**src/csr_pkg.sv**
```systemverilog
/*
  Shared constants and types of the core special register block.
  Assumes nothing beyond a SystemVerilog compiler.
*/
package csr_pkg;

  // bank 0 addresses of the registers held by this block
  localparam logic [7:0] A_IND_A   = 8'h00;
  localparam logic [7:0] A_PTR_A   = 8'h01;
  localparam logic [7:0] A_IND_B   = 8'h02;
  localparam logic [7:0] A_PTR_B   = 8'h03;
  localparam logic [7:0] A_ACC     = 8'h05;
  localparam logic [7:0] A_PCL     = 8'h06;
  localparam logic [7:0] A_TBLP    = 8'h07;
  localparam logic [7:0] A_LOOKUP_RESULT_HIGH    = 8'h08;
  localparam logic [7:0] A_TBHP    = 8'h09;
  localparam logic [7:0] A_STAT    = 8'h0a;
  localparam logic [7:0] A_LOC_TOP = 8'h0f;

  localparam int PC_W = 12;
  localparam int DM_W = 10;

  // status layout
  localparam int ST_C   = 0;
  localparam int ST_AC  = 1;
  localparam int ST_Z   = 2;
  localparam int ST_OV  = 3;
  localparam int ST_PDF = 4;
  localparam int ST_TO  = 5;

  localparam logic [7:0] RST_BYTE  = 8'h00;
  localparam logic [7:0] NULL_BYTE = 8'h00;
  localparam logic [1:0] BANK0     = 2'h0;

  typedef enum logic [3:0] {
    OP_NOP, OP_LOAD, OP_STORE, OP_ADD, OP_SUB, OP_AND, OP_OR, OP_XOR,
    OP_INC, OP_DEC, OP_RLC, OP_RRC, OP_CLR, OP_TABRD, OP_CLRWDT, OP_HALT
  } csr_op_t;

  typedef enum logic [1:0] {S_IDLE, S_EXEC, S_TABLE, S_DUMMY} csr_state_t;

  // ops that fetch an operand and write back a result
  function automatic logic is_alu(input csr_op_t op);
    is_alu = (op >= OP_ADD) && (op <= OP_CLR);
  endfunction : is_alu

endpackage : csr_pkg

```
**src/csr_core_regs.sv**
```systemverilog
/*
  Core special registers: pointers and indirect ports, accumulator,
  program counter low byte, table pointers and result, status flags.
  Assumes an asynchronous-read data memory on ram_addr_ff and a program
  memory returning rom_data in the cycle that rom_rd_ff is high.
*/
`timescale 1ns/100ps
module csr_core_regs (
  input  wire logic                       clk_sys,
  input  wire logic                       resetn,
  input  wire logic                       op_valid,
  input  wire csr_pkg::csr_op_t           op_code,
  input  wire logic [7:0]                 op_addr,
  input  wire logic                       op_to_acc,
  input  wire logic [1:0]                 ptr_b_bank,
  input  wire logic                       pc_step,
  input  wire logic                       wdt_timeout,
  input  wire logic [7:0]                 ram_rdata,
  input  wire logic [15:0]                rom_data,
  output logic                            busy_ff,
  output logic [csr_pkg::DM_W-1:0]        ram_addr_ff,
  output logic                            ram_rd_ff,
  output logic                            ram_wr_ff,
  output logic [7:0]                      ram_wdata_ff,
  output logic [csr_pkg::PC_W-1:0]        rom_addr_ff,
  output logic                            rom_rd_ff,
  output logic [csr_pkg::PC_W-1:0]        pc_ff,
  output logic                            jump_ff,
  output logic [7:0]                      working_reg_ff,
  output logic [7:0]                      status_ff
);
  csr_pkg::csr_state_t state_ff, nxt_state;
  csr_pkg::csr_op_t    op_ff, nxt_op;
  logic                to_acc_ff, nxt_to_acc;
  logic                loc_ff, nxt_loc;
  logic                null_ff, nxt_null;
  logic [csr_pkg::DM_W-1:0] nxt_ram_addr;
  logic [csr_pkg::PC_W-1:0] nxt_rom_addr, nxt_pc;
  logic                nxt_ram_rd, nxt_rom_rd, nxt_busy, nxt_jump;
  logic                nxt_ram_wr;
  logic [7:0]          nxt_ram_wdata;
  logic [7:0]          pointer_a_ff, nxt_pointer_a;
  logic [7:0]          pointer_b_ff, nxt_pointer_b;
  logic [7:0]          tblp_ff, nxt_tblp;
  logic [7:0]          tbhp_ff, nxt_tbhp;
  logic [7:0]          lookup_result_high_ff, nxt_lookup_result_high;
  logic [7:0]          nxt_acc, nxt_status;

  logic [csr_pkg::DM_W-1:0] res_addr;
  logic                res_loc, res_null, accept, wr_go, wr_pcl;
  logic [7:0]          sfr_rd, opnd, wr_data, alu_res;
  logic                alu_c, alu_ac, alu_ov, upd_c, upd_acov, upd_z;

  assign accept = op_valid && (state_ff == csr_pkg::S_IDLE);

  csr_addr_res u_res (
    .op_addr    (op_addr),
    .ptr_a      (pointer_a_ff),
    .ptr_b      (pointer_b_ff),
    .ptr_b_bank (ptr_b_bank),
    .eff_addr   (res_addr),
    .is_local   (res_loc),
    .is_null    (res_null)
  );

  csr_alu u_alu (
    .op       (op_ff),
    .acc      (working_reg_ff),
    .opnd     (opnd),
    .c_in     (status_ff[csr_pkg::ST_C]),
    .res      (alu_res),
    .c_out    (alu_c),
    .ac_out   (alu_ac),
    .ov_out   (alu_ov),
    .upd_c    (upd_c),
    .upd_acov (upd_acov),
    .upd_z    (upd_z)
  );

  // local register read mux
  always_comb begin
    unique case (ram_addr_ff[7:0])
      csr_pkg::A_PTR_A: sfr_rd = pointer_a_ff;
      csr_pkg::A_PTR_B: sfr_rd = pointer_b_ff;
      csr_pkg::A_ACC:   sfr_rd = working_reg_ff;
      csr_pkg::A_PCL:   sfr_rd = pc_ff[7:0];
      csr_pkg::A_TBLP:  sfr_rd = tblp_ff;
      csr_pkg::A_LOOKUP_RESULT_HIGH:  sfr_rd = lookup_result_high_ff;
      csr_pkg::A_TBHP:  sfr_rd = tbhp_ff;
      csr_pkg::A_STAT:  sfr_rd = status_ff;
      default:          sfr_rd = csr_pkg::NULL_BYTE;
    endcase
    opnd = null_ff ? csr_pkg::NULL_BYTE :
           (loc_ff ? sfr_rd : ram_rdata);
  end

  // sequencing and bus strobes
  always_comb begin
    nxt_state    = state_ff;
    nxt_op       = op_ff;
    nxt_to_acc   = to_acc_ff;
    nxt_loc      = loc_ff;
    nxt_null     = null_ff;
    nxt_ram_addr = ram_addr_ff;
    nxt_ram_rd   = 1'b0;
    nxt_rom_addr = rom_addr_ff;
    nxt_rom_rd   = 1'b0;
    nxt_jump     = 1'b0;
    unique case (state_ff)
      csr_pkg::S_IDLE: begin
        if (accept) begin
          nxt_op       = op_code;
          nxt_to_acc   = op_to_acc;
          nxt_loc      = res_loc;
          nxt_null     = res_null;
          nxt_ram_addr = res_addr;
          if (op_code == csr_pkg::OP_TABRD) begin
            nxt_rom_addr = csr_pkg::PC_W'({tbhp_ff, tblp_ff});
            nxt_rom_rd   = 1'b1;
            nxt_state    = csr_pkg::S_TABLE;
          end else if (op_code == csr_pkg::OP_LOAD ||
                       op_code == csr_pkg::OP_STORE ||
                       csr_pkg::is_alu(op_code)) begin
            nxt_ram_rd = !res_loc && (op_code != csr_pkg::OP_STORE);
            nxt_state  = csr_pkg::S_EXEC;
          end
        end
      end
      csr_pkg::S_EXEC, csr_pkg::S_TABLE: begin
        nxt_jump  = wr_pcl;
        nxt_state = wr_pcl ? csr_pkg::S_DUMMY : csr_pkg::S_IDLE;
      end
      csr_pkg::S_DUMMY: nxt_state = csr_pkg::S_IDLE;
    endcase
    nxt_busy = (nxt_state != csr_pkg::S_IDLE);
  end

  always_ff @(posedge clk_sys or negedge resetn) begin
    if (!resetn) begin
      state_ff    <= csr_pkg::S_IDLE;
      op_ff       <= csr_pkg::OP_NOP;
      to_acc_ff   <= 1'b0;
      loc_ff      <= 1'b0;
      null_ff     <= 1'b0;
      ram_addr_ff <= '0;
      ram_rd_ff   <= 1'b0;
      rom_addr_ff <= '0;
      rom_rd_ff   <= 1'b0;
      jump_ff     <= 1'b0;
      busy_ff     <= 1'b0;
    end else begin
      state_ff    <= nxt_state;
      op_ff       <= nxt_op;
      to_acc_ff   <= nxt_to_acc;
      loc_ff      <= nxt_loc;
      null_ff     <= nxt_null;
      ram_addr_ff <= nxt_ram_addr;
      ram_rd_ff   <= nxt_ram_rd;
      rom_addr_ff <= nxt_rom_addr;
      rom_rd_ff   <= nxt_rom_rd;
      jump_ff     <= nxt_jump;
      busy_ff     <= nxt_busy;
    end
  end

  // register contents and flags
  always_comb begin
    nxt_pointer_a          = pointer_a_ff;
    nxt_pointer_b          = pointer_b_ff;
    nxt_tblp               = tblp_ff;
    nxt_tbhp               = tbhp_ff;
    nxt_lookup_result_high = lookup_result_high_ff;
    nxt_acc                = working_reg_ff;
    nxt_status             = status_ff;
    nxt_pc                 = pc_ff;
    wr_go                  = 1'b0;
    wr_data                = csr_pkg::NULL_BYTE;
    wr_pcl                 = 1'b0;
    if (state_ff == csr_pkg::S_EXEC) begin
      if (op_ff == csr_pkg::OP_LOAD) begin
        nxt_acc = opnd;
      end else if (op_ff == csr_pkg::OP_STORE) begin
        wr_go   = 1'b1;
        wr_data = working_reg_ff;
      end else begin
        if (to_acc_ff) begin
          nxt_acc = alu_res;
        end else begin
          wr_go   = 1'b1;
          wr_data = alu_res;
        end
        if (upd_c) begin
          nxt_status[csr_pkg::ST_C] = alu_c;
        end
        if (upd_acov) begin
          nxt_status[csr_pkg::ST_AC] = alu_ac;
          nxt_status[csr_pkg::ST_OV] = alu_ov;
        end
        if (upd_z) begin
          nxt_status[csr_pkg::ST_Z] = (alu_res == 8'h00);
        end
      end
    end else if (state_ff == csr_pkg::S_TABLE) begin
      nxt_lookup_result_high = rom_data[15:8];
      wr_go   = 1'b1;
      wr_data = rom_data[7:0];
    end
    // write back to a local register; ports store nothing
    if (wr_go && loc_ff && !null_ff) begin
      unique case (ram_addr_ff[7:0])
        csr_pkg::A_PTR_A: nxt_pointer_a = wr_data;
        csr_pkg::A_PTR_B: nxt_pointer_b = wr_data;
        csr_pkg::A_ACC:   nxt_acc       = wr_data;
        csr_pkg::A_PCL: begin
          wr_pcl = 1'b1;
        end
        csr_pkg::A_TBLP:  nxt_tblp      = wr_data;
        csr_pkg::A_TBHP:  nxt_tbhp      = wr_data;
        csr_pkg::A_STAT:  nxt_status[3:0] = wr_data[3:0];
        default: ;
      endcase
    end
    if (wr_pcl) begin
      nxt_pc = {pc_ff[csr_pkg::PC_W-1:8], wr_data};
    end else if (pc_step) begin
      nxt_pc = pc_ff + csr_pkg::PC_W'(1);
    end
    if (accept && op_code == csr_pkg::OP_CLRWDT) begin
      nxt_status[csr_pkg::ST_TO]  = 1'b0;
      nxt_status[csr_pkg::ST_PDF] = 1'b0;
    end
    if (accept && op_code == csr_pkg::OP_HALT) begin
      nxt_status[csr_pkg::ST_TO]  = 1'b0;
      nxt_status[csr_pkg::ST_PDF] = 1'b1;
    end
    if (wdt_timeout) begin
      nxt_status[csr_pkg::ST_TO] = 1'b1;
    end
    nxt_status[7:6] = 2'b00;
    nxt_ram_wr      = wr_go && !loc_ff;
    nxt_ram_wdata   = wr_data;
  end

  always_ff @(posedge clk_sys or negedge resetn) begin
    if (!resetn) begin
      pointer_a_ff          <= csr_pkg::RST_BYTE;
      pointer_b_ff          <= csr_pkg::RST_BYTE;
      tblp_ff               <= csr_pkg::RST_BYTE;
      tbhp_ff               <= csr_pkg::RST_BYTE;
      lookup_result_high_ff <= csr_pkg::RST_BYTE;
      working_reg_ff        <= csr_pkg::RST_BYTE;
      status_ff             <= csr_pkg::RST_BYTE;
      pc_ff                 <= '0;
      ram_wr_ff             <= 1'b0;
      ram_wdata_ff          <= csr_pkg::RST_BYTE;
    end else begin
      pointer_a_ff          <= nxt_pointer_a;
      pointer_b_ff          <= nxt_pointer_b;
      tblp_ff               <= nxt_tblp;
      tbhp_ff               <= nxt_tbhp;
      lookup_result_high_ff <= nxt_lookup_result_high;
      working_reg_ff        <= nxt_acc;
      status_ff             <= nxt_status;
      pc_ff                 <= nxt_pc;
      ram_wr_ff             <= nxt_ram_wr;
      ram_wdata_ff          <= nxt_ram_wdata;
    end
  end
endmodule : csr_core_regs

```
**src/csr_addr_res.sv**
```systemverilog
/*
  Operand address resolver: turns a direct address into the effective
  data memory address, following the pointers for the indirect ports.
  Assumes the pointer values are stable during the accepting cycle.
*/
`timescale 1ns/100ps
module csr_addr_res (
  input  wire logic [7:0]             op_addr,
  input  wire logic [7:0]             ptr_a,
  input  wire logic [7:0]             ptr_b,
  input  wire logic [1:0]             ptr_b_bank,
  output logic [csr_pkg::DM_W-1:0]    eff_addr,
  output logic                        is_local,
  output logic                        is_null
);
  logic [7:0] lo;
  logic [1:0] bank;

  always_comb begin
    lo   = op_addr;
    bank = csr_pkg::BANK0;
    if (op_addr == csr_pkg::A_IND_A) begin
      lo = ptr_a;
    end else if (op_addr == csr_pkg::A_IND_B) begin
      lo   = ptr_b;
      bank = ptr_b_bank;
    end
    eff_addr = {bank, lo};
    is_local = (bank == csr_pkg::BANK0) && (lo <= csr_pkg::A_LOC_TOP);
    // ports and unused slots have no storage
    is_null  = is_local && !(lo == csr_pkg::A_PTR_A ||
               lo == csr_pkg::A_PTR_B || (lo >= csr_pkg::A_ACC &&
               lo <= csr_pkg::A_STAT));
  end

endmodule : csr_addr_res

```
**src/csr_alu.sv**
```systemverilog
/*
  Arithmetic unit with flag generation for the accumulator core.
  Assumes acc is the first operand and opnd the memory operand.
*/
`timescale 1ns/100ps
module csr_alu (
  input  wire csr_pkg::csr_op_t op,
  input  wire logic [7:0]       acc,
  input  wire logic [7:0]       opnd,
  input  wire logic             c_in,
  output logic [7:0]            res,
  output logic                  c_out,
  output logic                  ac_out,
  output logic                  ov_out,
  output logic                  upd_c,
  output logic                  upd_acov,
  output logic                  upd_z
);
  logic [8:0] sum;
  logic [4:0] nib;
  logic [7:0] b;
  logic       cin0;

  always_comb begin
    b    = (op == csr_pkg::OP_SUB) ? ~opnd : opnd;
    cin0 = (op == csr_pkg::OP_SUB);
    sum  = {1'b0, acc} + {1'b0, b} + {8'h00, cin0};
    nib  = {1'b0, acc[3:0]} + {1'b0, b[3:0]} + {4'h0, cin0};
    res      = sum[7:0];
    c_out    = sum[8];
    ac_out   = nib[4];
    ov_out   = (acc[7] ^ b[7] ^ sum[7]) ^ sum[8];
    upd_c    = 1'b0;
    upd_acov = 1'b0;
    upd_z    = 1'b1;
    unique case (op)
      csr_pkg::OP_ADD, csr_pkg::OP_SUB: begin
        upd_c    = 1'b1;
        upd_acov = 1'b1;
      end
      csr_pkg::OP_AND: res = acc & opnd;
      csr_pkg::OP_OR:  res = acc | opnd;
      csr_pkg::OP_XOR: res = acc ^ opnd;
      csr_pkg::OP_INC: res = opnd + 8'h01;
      csr_pkg::OP_DEC: res = opnd - 8'h01;
      csr_pkg::OP_RLC: begin
        {c_out, res} = {opnd, c_in};
        upd_c = 1'b1;
        upd_z = 1'b0;
      end
      csr_pkg::OP_RRC: begin
        {res, c_out} = {c_in, opnd};
        upd_c = 1'b1;
        upd_z = 1'b0;
      end
      csr_pkg::OP_CLR: begin
        res   = csr_pkg::NULL_BYTE;
        upd_z = 1'b0;
      end
      default: upd_z = 1'b0;
    endcase
  end

endmodule : csr_alu

```
**config.mk**
```make
export PLATFORM = sky130hd
export DESIGN_NAME = csr_core_regs
export DESIGN_NICKNAME = d
export VERILOG_FILES = /design/src/csr_pkg.sv /design/src/csr_core_regs.sv /design/src/csr_addr_res.sv /design/src/csr_alu.sv
export SDC_FILE = /design/constraint.sdc
export NUM_CORES = 1
export LEC_CHECK = 0
export BUFFER_PORTS_ARGS = -buffer_cell sky130_fd_sc_hd__buf_2
export CAP_MARGIN = 20
export CORE_ASPECT_RATIO = 0.5
export CORE_UTILIZATION = 35
export CTS_CLUSTER_DIAMETER = 40
export CTS_CLUSTER_SIZE = 28
export DETAILED_ROUTE_END_ITERATION = 7
export GPL_TIMING_DRIVEN = 0
export PLACE_DENSITY = 0.56
export SYNTH_ARGS = -nofsm -noshare
export SYNTH_HDL_FRONTEND = slang
export SYNTH_SLANG_ARGS = --single-unit
export TNS_END_PERCENT = 100
```
**constraint.sdc**
```tcl
create_clock -name clk_sys -period 12.2 [get_ports clk_sys]
set_input_delay 2.44 -clock clk_sys [delete_from_list [all_inputs] [get_ports clk_sys]]
set_output_delay 2.44 -clock clk_sys [all_outputs]
set_load 0.01 [all_outputs]
```
==> reports/qor.csv, run 1 <==
stage;metric;value;unit
run_status;outcome;finished, final reports clean;
pwr;pwr-share-comb;56.5;%
critical_path;path_buf_inv;2;
sta;finalSetupTns;0;ns
pwr;power_leakage;3.87;nW
hold_path;min_from;pc_ff[11];
pwr;p_per_area;242;nW/um^2
critical_path;cp.arrival;6.78;ns
sta;clock_skew;0.0130;ns
synth;synth_edf_count;0;
critical_path;crit_fanout;7;
clock_tree;cts_resized;0;
grt;antenna_found_initial;0;
critical_path;crit_path_top_delay_cell;a222oi_1;
finish;final_cell_mix;buf_2 (110), dfrtp_1 (110), nand2_1 (81), a21oi_1 (68), nor2_1 (61);
die;coreArea;20600;um^2
critical_path;crit_type;input pin to flip-flop;
grt;grt_max_degree;65;
clock_tree;h-tree-depth;3;
synth;synthesis.area;7340;um^2
finish;drive_gt1_share;20.2;%
clock_tree;tritoncts;built;
finish;syn2layout_area_growth;16.9;%
finish;fin_area;8580;um^2
clock_tree;cts.path.max_buffers;2;
die;ioPinCount;107;
route;drt_wl_total;27000;um
synth;synth-main-ff-cell;dfrtp_1;
pwr;vdd_drop_max;82.0;uV
critical_path;max_stage_delay;1.13;ns
sta;min_period_over_period;54.1;%
synth;yosysSeqAreaShare;37.5;%
run;cap_violations;0;
synth;synth-seq-cells;110;
route;num_vias;7010;
critical_path;crit_path_end_kind;flip-flop;
grt;grt_pass1_vias;6856;
synth;synth_cell_types;72;
route;drtIter0Drc;703;
critical_path;startpoint_type;input pin;
finish;fin_util;41.7;%
placed_design;placed_cell_area;8280;um^2
synth;syn_inst;821;
grt;met3_usage;4.89;%
route;wl_per_cell;22.1;um
pwr;pwr-share-clk;14.3;%
critical_path;r2r-end;pointer_a_ff[5];
critical_path;path_cells;buf_2, nand2_1, o221a_2, a221oi_1, buf_2, ha_1, a21o_1, a21o_1, a21oi_1, o21ai_0, a221o_1, a221oi_1, nand3_1, a222oi_1, o21ai_0;
grt;grt-busiest-layer;met2;
grt;grt_overflow;0;
critical_path;r2r_slack;5.90;ns
pwr;switchingPower;1.02;mW
synth;syn_area_per_cell;8.94;um^2
pwr;swShare;49.2;%
sta;slew_violations;0;
critical_path;cp-startpoint;ram_rdata[2];
die;dieArea;21600;um^2
sta;fmax;0.152;GHz
grt;met2_usage;38.3;%
clock_tree;clkSinkCount;110;
sta;worstMarginPinSlew;1.34;ns
critical_path;critical-path-top-delay-family;compound AO/OA/AOI/OAI gates;
route;viasPerCell;5.73;
synth;synth_warnings;0;
critical_path;rr_startpoint;ram_addr_ff[2];
pwr;p_int;1.05;mW
die;dieHeight;104;um
sta;finalHoldViolations;0;
pwr;pwr-share-seq;29.2;%
placed_design;dp_hpwl;20900;um
grt;grt_util_all_layers;25.6;%
sta;relSlewSlack;10.4;%
route;postRouteAntennaNets;0;
synth;synthArstFlopShare;100;%
hold_path;worst_hold_path_type;flip-flop to flip-flop;
finish;nNetsFinal;1026;
placed_design;routabilityCongestion;0.961;
die;start_util;35.7;%
critical_path;rr_worst_depth;17;
route;first_pass_iters;6;
clock_tree;cts_setup_buffers;0;
clock_tree;ctsRootBufferMaster;clkbuf_16;
critical_path;endpoint;pointer_a_ff[5];
placed_design;numPortBuffers;104;
clock_tree;hold_buffers;0;
sta;setup_viol;0;
clock_tree;clk_latency;0.36;ns
grt;use_met1;37.3;%
route;drc;0;
sta;period_minus_slack;6.60;ns
sta;rsz0062_at_grt;false;
die;rows;37;
critical_path;worstPathRequired;12.38;ns
grt;grt_pass1_wl;41200;um
clock_tree;cts_buffers;9;
critical_path;path_depth;15;
clock_tree;clk_pin_slew;0.09;ns
finish;num_antenna_cells;0;
die;die_w;207;um
-- per-stage QoR --
stage / hold WS, ns / cells / total power [mW] / setup WS [ns]
after global routing: 0.505 / 1223 / 2.20 / 5.34
after floorplan: 0.460 / 822 / 1.31 / 6.35
after CTS: 0.488 / 1222 / 2.06 / 5.63
after global placement: 0.457 / 1199 / 1.74 / 4.55
final: 0.481 / 1223 / 2.07 / 5.60
after detailed placement: 0.473 / 1206 / 1.75 / 5.29
-- how the worst min path moves through the flow --
stage / end / cells after the start
detailed placement: pc_ff[11] / 1
finish: pc_ff[11] / 1
global route: pc_ff[11] / 1
floorplan: pointer_a_ff[3] / 2
global placement: pc_ff[11] / 1
CTS: pc_ff[11] / 1
-- layout make-up --
type | count | area [um^2]
buffer | 46 | 188
clock buffer | 10 | 229
clock inverter | 6 | 57.6
fill | 2154 | 12000
inverter | 40 | 150
multi-input combinational | 626 | 4260
sequential | 110 | 2750
tap | 273 | 342
timing repair buffer | 112 | 597
-- power groups by stage --
stage | Combinational [mW] | Sequential, mW | Clock (mW)
4_1_cts | 1.15 | 0.603 | 0.302
6_report | 1.17 | 0.605 | 0.297
3_5_place_dp | 1.14 | 0.610 | 0
2_1_floorplan | 0.724 | 0.587 | 0
5_1_grt | 1.27 | 0.615 | 0.317
3_3_place_gp | 1.13 | 0.607 | 0
-- routing by layer --
metal / routed length, um / vias up
met2: 12000 / 237
met1: 12700 / 3500
li1: - / 3238
met4: 538 / 0
met5: 0 / -
met3: 1780 / 35
-- synthesized netlist by cell type (9+ instances only) --
library cell	number	share of area (%)
nor4_1	9	0.77
ha_1	35	6.0
a21oi_1	68	4.6
a211oi_1	10	1.0
xor2_1	10	1.2
a21o_1	15	1.5
dfrtp_1	110	38
mux2i_1	13	1.8
nand3_1	21	1.4
nand2_1	81	4.1
clkbuf_1	39	2.0
nor3_1	11	0.75
a22oi_1	22	2.3
nand2b_1	9	0.77
xnor2_1	18	2.1
nor2_1	61	3.1
inv_1	40	2.0
o21ai_0	52	3.5
nor2b_1	18	1.5
mux2_2	44	6.8
-- registers in the layout, summed over array words and instances, names as in the netlist, 2 cells and up --
name	cells
ram_wdata_ff	8
tbhp_ff	8
pc_ff	12
pointer_a_ff	8
op_ff	4
rom_addr_ff	12
ram_addr_ff	10
lookup_result_high_ff	8
working_reg_ff	8
tblp_ff	8
pointer_b_ff	8
state_ff	2
status_ff	6
-- worst register-to-register path: cells and delay by family, from the launching register on --
| kind | cells | cell delay (ns) |
|---|---|---|
| simple gates | 3 | 0.93 |
| buf+inv | 2 | 0.74 |
| xor+xnor | 1 | 0.24 |
| fa+ha+maj | 1 | 0.26 |
| compound gates | 10 | 3.59 |
| flops | 1 | 0.37 |
-- cell families after synthesis --
group	after synthesis	synth area share [%]
compound gates	242	21.5
xor+xnor	28	3.34
fa+ha+maj	37	6.52
buf+inv	86	4.60
flops	110	37.5
mux	57	8.53
other cells	1	0.0511
simple gates	260	17.9
Note: power is estimated with default switching activity, not from simulation.
==> run 2, diff against run 1 <==
--- a/config.mk
+++ b/config.mk
@@ -5,6 +5,7 @@
 export SDC_FILE = /design/constraint.sdc
 export NUM_CORES = 1
 export LEC_CHECK = 0
+export ABC_AREA = 1
 export BUFFER_PORTS_ARGS = -buffer_cell sky130_fd_sc_hd__buf_2
 export CAP_MARGIN = 20
 export CORE_ASPECT_RATIO = 0.5
==> constraint.sdc (replaced) <==
create_clock -name clk_sys -period 6.1 [get_ports clk_sys]
set_input_delay 1.22 -clock clk_sys [delete_from_list [all_inputs] [get_ports clk_sys]]
set_output_delay 1.22 -clock clk_sys [all_outputs]
set_load 0.01 [all_outputs]
==> reports/qor.csv, run 2 <==
stage;metric;value;unit;change
run_status;outcome;finished, violations left;;
run_status;violations;DRC;;
sta;min_period_over_period;73.0;%;
pwr;totalPowerFinal;3.96;mW;+91%
route;drc;1;;+1
finish;drive_gt1_share;18.0;%;-2.2 points
clock_tree;cts.path.max_buffers;2;;unchanged
clock_tree;clk_latency;0.36;ns;about the same
clock_tree;cts_setup_buffers;0;;unchanged
pwr;p_int;1.98;mW;+88%
placed_design;numPortBuffers;104;;unchanged
sta;relSlewSlack;48.6;%;+38 points
synth;synth-main-ff-cell;dfrtp_1;;
clock_tree;clk_pin_slew;0.08;ns;about the same
hold_path;min_from;pc_ff[11];;
synth;yosysSeqAreaShare;37.6;%;+0.064 points
grt;antenna_found_initial;0;;unchanged
hold_path;min_to;pc_ff[11];;
sta;worstMarginPinSlew;0.768;ns;-0.577 ns
run;cap_violations;0;;unchanged
route;viasPerCell;5.04;;-12%
critical_path;crit_type;flip-flop to flip-flop;;
clock_tree;cts_resized;0;;unchanged
synth;synthTopCellsByArea;dfrtp_1 (38%), nand2_1 (15%), inv_1 (6.7%);;
critical_path;crit_fanout;10;;+3
sta;slew_violations;0;;unchanged
grt;grt_util_all_layers;22.7;%;-2.9 points
synth;netlist.area_leader.share;37.6;%;+0.064 points
finish;layout_commonest_cell;nand2_1;;
route;drt_wl_total;23900;um;-11%
route;wl_per_cell;17.0;um;-23%
clock_tree;tritoncts;built;;
grt;met3_usage;3.57;%;-1.3 points
critical_path;rr_worst_depth;27;;+10
clock_tree;hold_buffers;0;;unchanged
pwr;pwr-share-comb;56.1;%;-0.4 points
route;postRouteAntennaNets;0;;unchanged
synth;synth-seq-cells;110;;unchanged
synth;syn_inst;1023;;+25%
synth;synthesis.area;7320;um^2;-0.17%
synth;syn_area_per_cell;7.16;um^2;-20%
critical_path;crit_path_end_kind;flip-flop;;
sta;holdWs;0.469;ns;-0.0124 ns
die;dieHeight;104;um;about the same
pwr;power_leakage;4.48;nW;+16%
finish;largest_registers;pc_ff x12, rom_addr_ff x12, ram_addr_ff x10;;
finish;final_cell_mix;nand2_1 (296), inv_1 (131), buf_2 (110), dfrtp_1 (110), nor2_1 (83);;
synth;synthAdderAreaFrac;6.53;%;+0.011 points
route;num_vias;7112;;+1.5%
placed_design;dp_hpwl;18800;um;-10%
die;ioPinCount;107;;unchanged
grt;met2_usage;32.8;%;-5.5 points
critical_path;rr_startpoint;ram_addr_ff[6];;
sta;setup_viol;0;;unchanged
clock_tree;h-tree-depth;3;;unchanged
finish;syn2layout_area_growth;16.2;%;
synth;synth-xor-area-share;2.39;%;-0.95 points
die;dieArea;21500;um^2;-0.17%
die;die_w;207;um;about the same
route;drtIter0Drc;548;;-22%
pwr;switchingPower;1.98;mW;+94%
critical_path;cp.arrival;4.69;ns;-2.09 ns
grt;use_met1;34.8;%;-2.5 points
grt;grt_pass1_wl;37100;um;-10%
synth;synth_warnings;0;;unchanged
sta;fmax;0.225;GHz;
pwr;vdd_drop_max;149;uV;+81%
critical_path;worstPathRequired;6.34;ns;-6.04 ns
sta;rsz0062_at_grt;false;;
synth;synth_cell_types;44;;-39%
grt;grt_overflow;0;;unchanged
synth;synth_top_family_by_area;simple AND/OR/NAND/NOR gates;;
synth;netlist_top_cells_count;nand2_1 (296), inv_1 (131), dfrtp_1 (110);;
critical_path;r2r_slack;1.65;ns;-4.25 ns
synth;yosys.area.top_type;dfrtp_1;;
pwr;swShare;50.0;%;+0.83 points
synth;synth_mux_area_share;0.308;%;-8.2 points
clock_tree;cts_buffers;9;;unchanged
die;start_util;36.7;%;+1.0 points
die;rows;36;;-2.7%
die;coreArea;20000;um^2;-2.9%
clock_tree;ctsRootBufferMaster;clkbuf_16;;
critical_path;r2r-end;pointer_b_ff[6];;
finish;num_antenna_cells;0;;unchanged
synth;yosysMostFrequentCell;nand2_1;;
finish;nNetsFinal;1221;;+19%
finish;fin_area;8510;um^2;-0.74%
sta;finalHoldViolations;0;;unchanged
pwr;p_per_area;465;nW/um^2;+92%
hold_path;hold_depth;1;;unchanged
synth;synthSimpleGateAreaFrac;30.1;%;+12 points
synth;synth_edf_count;0;;unchanged
hold_path;worst_hold_path_type;flip-flop to flip-flop;;
sta;period_minus_slack;4.45;ns;
clock_tree;clkSinkCount;110;;unchanged
grt;grt_pass1_vias;6591;;-3.9%
synth;synthArstFlopShare;100;%;unchanged
sta;clock_skew;0.0101;ns;-0.00295 ns
placed_design;placed_cell_area;8210;um^2;-0.83%
grt;grt_max_degree;81;;+25%
critical_path;startpoint_type;flip-flop;;
pwr;pwr-share-seq;28.8;%;-0.4 points
sta;finalSetupTns;0;ns;unchanged
pwr;pwr-share-clk;15.1;%;+0.8 points
placed_design;routabilityCongestion;0.919;;-4.4%
route;first_pass_iters;7;;+1
synth;synth_compound_area_share;13.6;%;-7.9 points
grt;grt-busiest-layer;met1;;
==> run 2: layout make-up <==
class	instances	area (um^2)
well taps	266	333
plain buffers	21	118
clock inverters	6	60.1
inverters	152	571
flip-flops and latches	110	2750
clock buffers	10	239
repair buffers	105	554
multi-input cells	741	3890
fillers	2139	11400
==> run 2: critical path: stages, from the launching register on <==
cell      delay (ns)
dfrtp_1         0.40
inv_2           0.07
nand2_2         0.08
nor2_8          0.19
buf_6           0.19
nand2_2         0.11
o22ai_1         0.29
nor2_1          0.12
nand2_1         0.08
nand2_1         0.05
nand2_1         0.15
nand2_2         0.14
xor2_1          0.21
fa_1            0.45
nand3_1         0.10
and2_1          0.17
inv_1           0.11
a21oi_1         0.22
o21bai_1        0.11
or2_2           0.28
nand3_1         0.08
nand2_1         0.11
nand2_1         0.07
o21ai_0         0.08
nand2_1         0.11
nand2_2         0.17
nand2_1         0.09
o21ai_0         0.09
==> run 2: kinds of logic (layout without fill, tap and decap cells) <==
kind of cell	count (synthesis)	count (layout)
adder cells (fa/ha/maj)	37	37
multiplexers	2	2
AO/OA/AOI/OAI	175	175
XOR/XNOR	20	20
other	1	2
flip-flops	110	110
AND/OR/NAND/NOR	505	505
buffers and inverters	173	294
==> run 2: worst max-delay path by stage <==
stage                   start           endpoint  slack, ns  depth (start not counted)
3_3_place_gp   ram_addr_ff[5]    pointer_b_ff[6]       1.78                         27
2_1_floorplan    ram_rdata[1]         tbhp_ff[6]       2.69                         22
5_1_grt        ram_addr_ff[5]  working_reg_ff[6]       1.33                         27
6_report       ram_addr_ff[6]    pointer_b_ff[6]       1.65                         27
3_5_place_dp   ram_addr_ff[6]    pointer_b_ff[6]       1.75                         27
4_1_cts        ram_addr_ff[5]    pointer_b_ff[6]       1.71                         27
==> run 2: stage by stage <==
stage | instances | setup slack, ns | util, %
finish | 1411 | 1.65 | 42.7
global route | 1411 | 1.33 | 42.7
CTS | 1411 | 1.71 | 42.7
detailed placement | 1395 | 1.75 | 41.2
global placement | 1394 | 1.78 | 41.0
floorplan | 1024 | 2.69 | -
==> run 2: metal layers <==
metal	up-vias	part of all wire (%)
met2	204	42
met5	-	0
met3	23	7.0
li1	3518	-
met4	0	1.3
met1	3367	50
==> run 2: power groups by stage <==
stage | Combinational [mW] | Sequential [mW] | Clock (mW)
finish | 2.22 | 1.14 | 0.598
global route | 2.47 | 1.17 | 0.640
CTS | 2.20 | 1.14 | 0.613
detailed placement | 2.19 | 1.15 | 0
global placement | 2.17 | 1.15 | 0
floorplan | 1.42 | 1.17 | 0
==> run 3, diff against run 2 <==
--- a/config.mk
+++ b/config.mk
@@ -5,7 +5,7 @@
 export SDC_FILE = /design/constraint.sdc
 export NUM_CORES = 1
 export LEC_CHECK = 0
-export ABC_AREA = 1
+export ABC_AREA = 0
 export BUFFER_PORTS_ARGS = -buffer_cell sky130_fd_sc_hd__buf_2
 export CAP_MARGIN = 20
 export CORE_ASPECT_RATIO = 0.5
==> constraint.sdc (replaced) <==
create_clock -name clk_sys -period 4.1 [get_ports clk_sys]
set_input_delay 0.82 -clock clk_sys [delete_from_list [all_inputs] [get_ports clk_sys]]
set_output_delay 0.82 -clock clk_sys [all_outputs]
set_load 0.01 [all_outputs]
==> reports/qor.csv, run 3 (synthesis results as in run 1) <==
stage;metric;value;unit;change
hold_path;worst_hold_path_type;flip-flop to flip-flop;;
finish;fin_area;9630;um^2;+13%
pwr;switchingPower;3.41;mW;+72%
finish;multi_input_area;4740;um^2;+22%
sta;rsz0062_at_grt;true;;
finish;nNetsFinal;1082;;-11%
critical_path;startpoint_type;flip-flop;;
finish;regArea;2760;um^2;+0.14%
clock_tree;hold_buffers;0;;unchanged
clock_tree;tritoncts;built;;
run;cap_violations;0;;unchanged
route;postRouteAntennaNets;0;;unchanged
die;start_util;35.7;%;-1.0 points
finish;drive_gt1_share;34.6;%;+17 points
grt;grt_pass1_wl;41900;um;+13%
route;drt_wl_total;27900;um;+16%
die;coreArea;20600;um^2;+3.0%
grt;grt_overflow;0;;unchanged
sta;clock_skew;0.0114;ns;+0.00136 ns
sta;period_minus_slack;4.63;ns;+0.179 ns
clock_tree;clk_pin_slew;0.08;ns;about the same
route;wl_met1;13200;um;+10%
critical_path;worstPathRequired;4.33;ns;-2.01 ns
critical_path;crit_fanout;7;;-3
hold_path;min_from;pc_ff[11];;
die;ioPinCount;107;;unchanged
finish;final_cell_mix;dfrtp_1 (107), buf_2 (105), nand2_1 (79), buf_4 (60), nor2_1 (57);;
critical_path;cp-startpoint;ram_addr_ff[4];;
run_status;outcome;finished, violations left;;
grt;grt_pass1_vias;6914;;+4.9%
die;rows;37;;+2.8%
critical_path;crit_type;flip-flop to flip-flop;;
clock_tree;cts_buffers;9;;unchanged
route;drc;0;;-1
sta;finalHoldViolations;0;;unchanged
placed_design;dp_hpwl;20400;um;+9.0%
pwr;vdd_drop_max;263;uV;+77%
placed_design;numPortBuffers;104;;unchanged
sta;worstMarginPinSlew;1.13;ns;+0.364 ns
pwr;power_leakage;4.31;nW;-3.9%
finish;num_antenna_cells;0;;unchanged
placed_design;routabilityCongestion;0.934;;+1.7%
sta;slew_violations;0;;unchanged
finish;fill_cells;2042;;-4.5%
sta;min_period_over_period;113;%;+40 points
route;viasPerCell;5.72;;+14%
sta;fmax;0.216;GHz;-3.9%
sta;relSlewSlack;24.3;%;-24 points
hold_path;hold_depth;1;;unchanged
sta;finalSetupTns;-17.08;ns;-17.08 ns
critical_path;rr_worst_depth;17;;-37%
pwr;pwr-share-clk;12.6;%;-2.5 points
pwr;swShare;47.0;%;-3.0 points
sta;setup_viol;48;;+48
grt;antenna_found_initial;1;;+1
route;met3_length;1580;um;-5.2%
clock_tree;h-tree-depth;3;;unchanged
pwr;pwr-share-seq;24.8;%;-4.0 points
clock_tree;clk_latency;0.36;ns;about the same
route;drtIter0Drc;704;;+28%
route;top_layer_used;met5;;
route;wl_met2;12600;um;+26%
finish;syn2layout_area_growth;31.3;%;
clock_tree;cts.path.max_buffers;2;;unchanged
die;dieArea;21600;um^2;+0.17%
die;dieHeight;104;um;about the same
die;die_w;207;um;about the same
sta;setup_slack;-0.532;ns;-2.18 ns
pwr;p_int;3.85;mW;+94%
route;wl_per_cell;21.8;um;+28%
placed_design;placed_cell_area;8320;um^2;+1.3%
clock_tree;clkSinkCount;110;;unchanged
grt;grt_util_all_layers;25.9;%;+3.2 points
pwr;pwr-share-comb;62.6;%;+6.5 points
finish;layout_commonest_cell;dfrtp_1;;
route;num_vias;7317;;+2.9%
finish;largest_registers;pc_ff x12, rom_addr_ff x12, ram_addr_ff x10;;
critical_path;rr_startpoint;ram_addr_ff[4];;
run_status;violations;setup timing;;
grt;grt_max_degree;62;;-23%
pwr;p_per_area;754;nW/um^2;+62%
critical_path;cp.arrival;4.86;ns;+0.17 ns
critical_path;crit_path_end_kind;flip-flop;;
clock_tree;ctsRootBufferMaster;clkbuf_16;;
route;first_pass_iters;5;;-2
-- run 3: cell types whose count changed in the layout (fill, tap and decap cells not counted), moves of 36 or more --
cell and change:
buf_4 +56, nand2_1 -217, inv_1 -98, o21ai_0 -36
mux2_2 +42, nand3_1 -41
-- run 3: stage by stage --
| stage | utilization [%] | power [mW] | cells | hold slack [ns] | setup slack [ns] |
|---|---|---|---|---|---|
| after floorplan | - | 3.91 | 822 | 0.460 | -0.381 |
| after global placement | 40.2 | 5.18 | 1199 | 0.457 | -1.92 |
| after detailed placement | 40.5 | 5.22 | 1205 | 0.460 | -2.04 |
| after CTS | 45.2 | 6.77 | 1259 | 0.473 | -0.354 |
| after global routing | 46.8 | 7.66 | 1279 | 0.485 | -0.679 |
| final | 46.8 | 7.26 | 1279 | 0.469 | -0.532 |
-- run 3: critical path, cell delays in order, from the launching register on --
cell and delay [ns]:
dfrtp_2 0.45, or4_4 0.57, a2111o_1 0.43, buf_8 0.17, a221oi_4 0.31, buf_12 0.16
xor2_2 0.06, ha_1 0.34, a21o_1 0.22, a21oi_2 0.14, o21bai_2 0.10, buf_4 0.14
a221o_1 0.34, a221oi_2 0.23, nand3_2 0.17, a222oi_1 0.31, buf_4 0.26, a21oi_1 0.09
-- run 3: repair_timing --
item / in CTS / in global routing
resized for setup: 88 / 53
setup buffers: 40 / 19
pin swaps: 38 / 30
cloned: 0 / 0
endpoints found under the hold margin: 0 / 0
setup endpoints to repair: 60 / 61
-- run 3: power groups by stage --
stage | logic (mW) | clock network (mW) | registers [mW]
6_report | 4.54 | 0.916 | 1.80
5_1_grt | 4.84 | 0.986 | 1.84
4_1_cts | 4.04 | 0.935 | 1.80
3_5_place_dp | 3.42 | 0 | 1.80
3_3_place_gp | 3.39 | 0 | 1.79
2_1_floorplan | 2.17 | 0 | 1.75
-- run 3: metal layers --
| layer | vias up | GRT usage [%] |
|---|---|---|
| met4 | 2 | 7.19 |
| met5 | - | 0 |
| met1 | 3653 | 38.1 |
| li1 | 3351 | - |
| met2 | 276 | 38.5 |
| met3 | 35 | 4.48 |
-- run 3: worst paths after layout --
check | end | slack, ns
worst min-delay path | pc_ff[11] | 0.47
min in group asynchronous | op_ff[3] | 0.48
worst max register to register | pc_ff[5] | -0.53
worst min register to register | pc_ff[11] | 0.47
worst max-delay path | pc_ff[5] | -0.53
max in group asynchronous | tblp_ff[4] | 2.87
-- run 3: final cells by class --
cell class	count	share of cell area (%)
clock inverter	5	0.663
multi-input combinational	626	49.2
sequential	110	28.6
buffer	44	2.44
inverter	40	1.59
timing repair buffer	170	11.4
tap	273	3.55
clock buffer	11	2.52
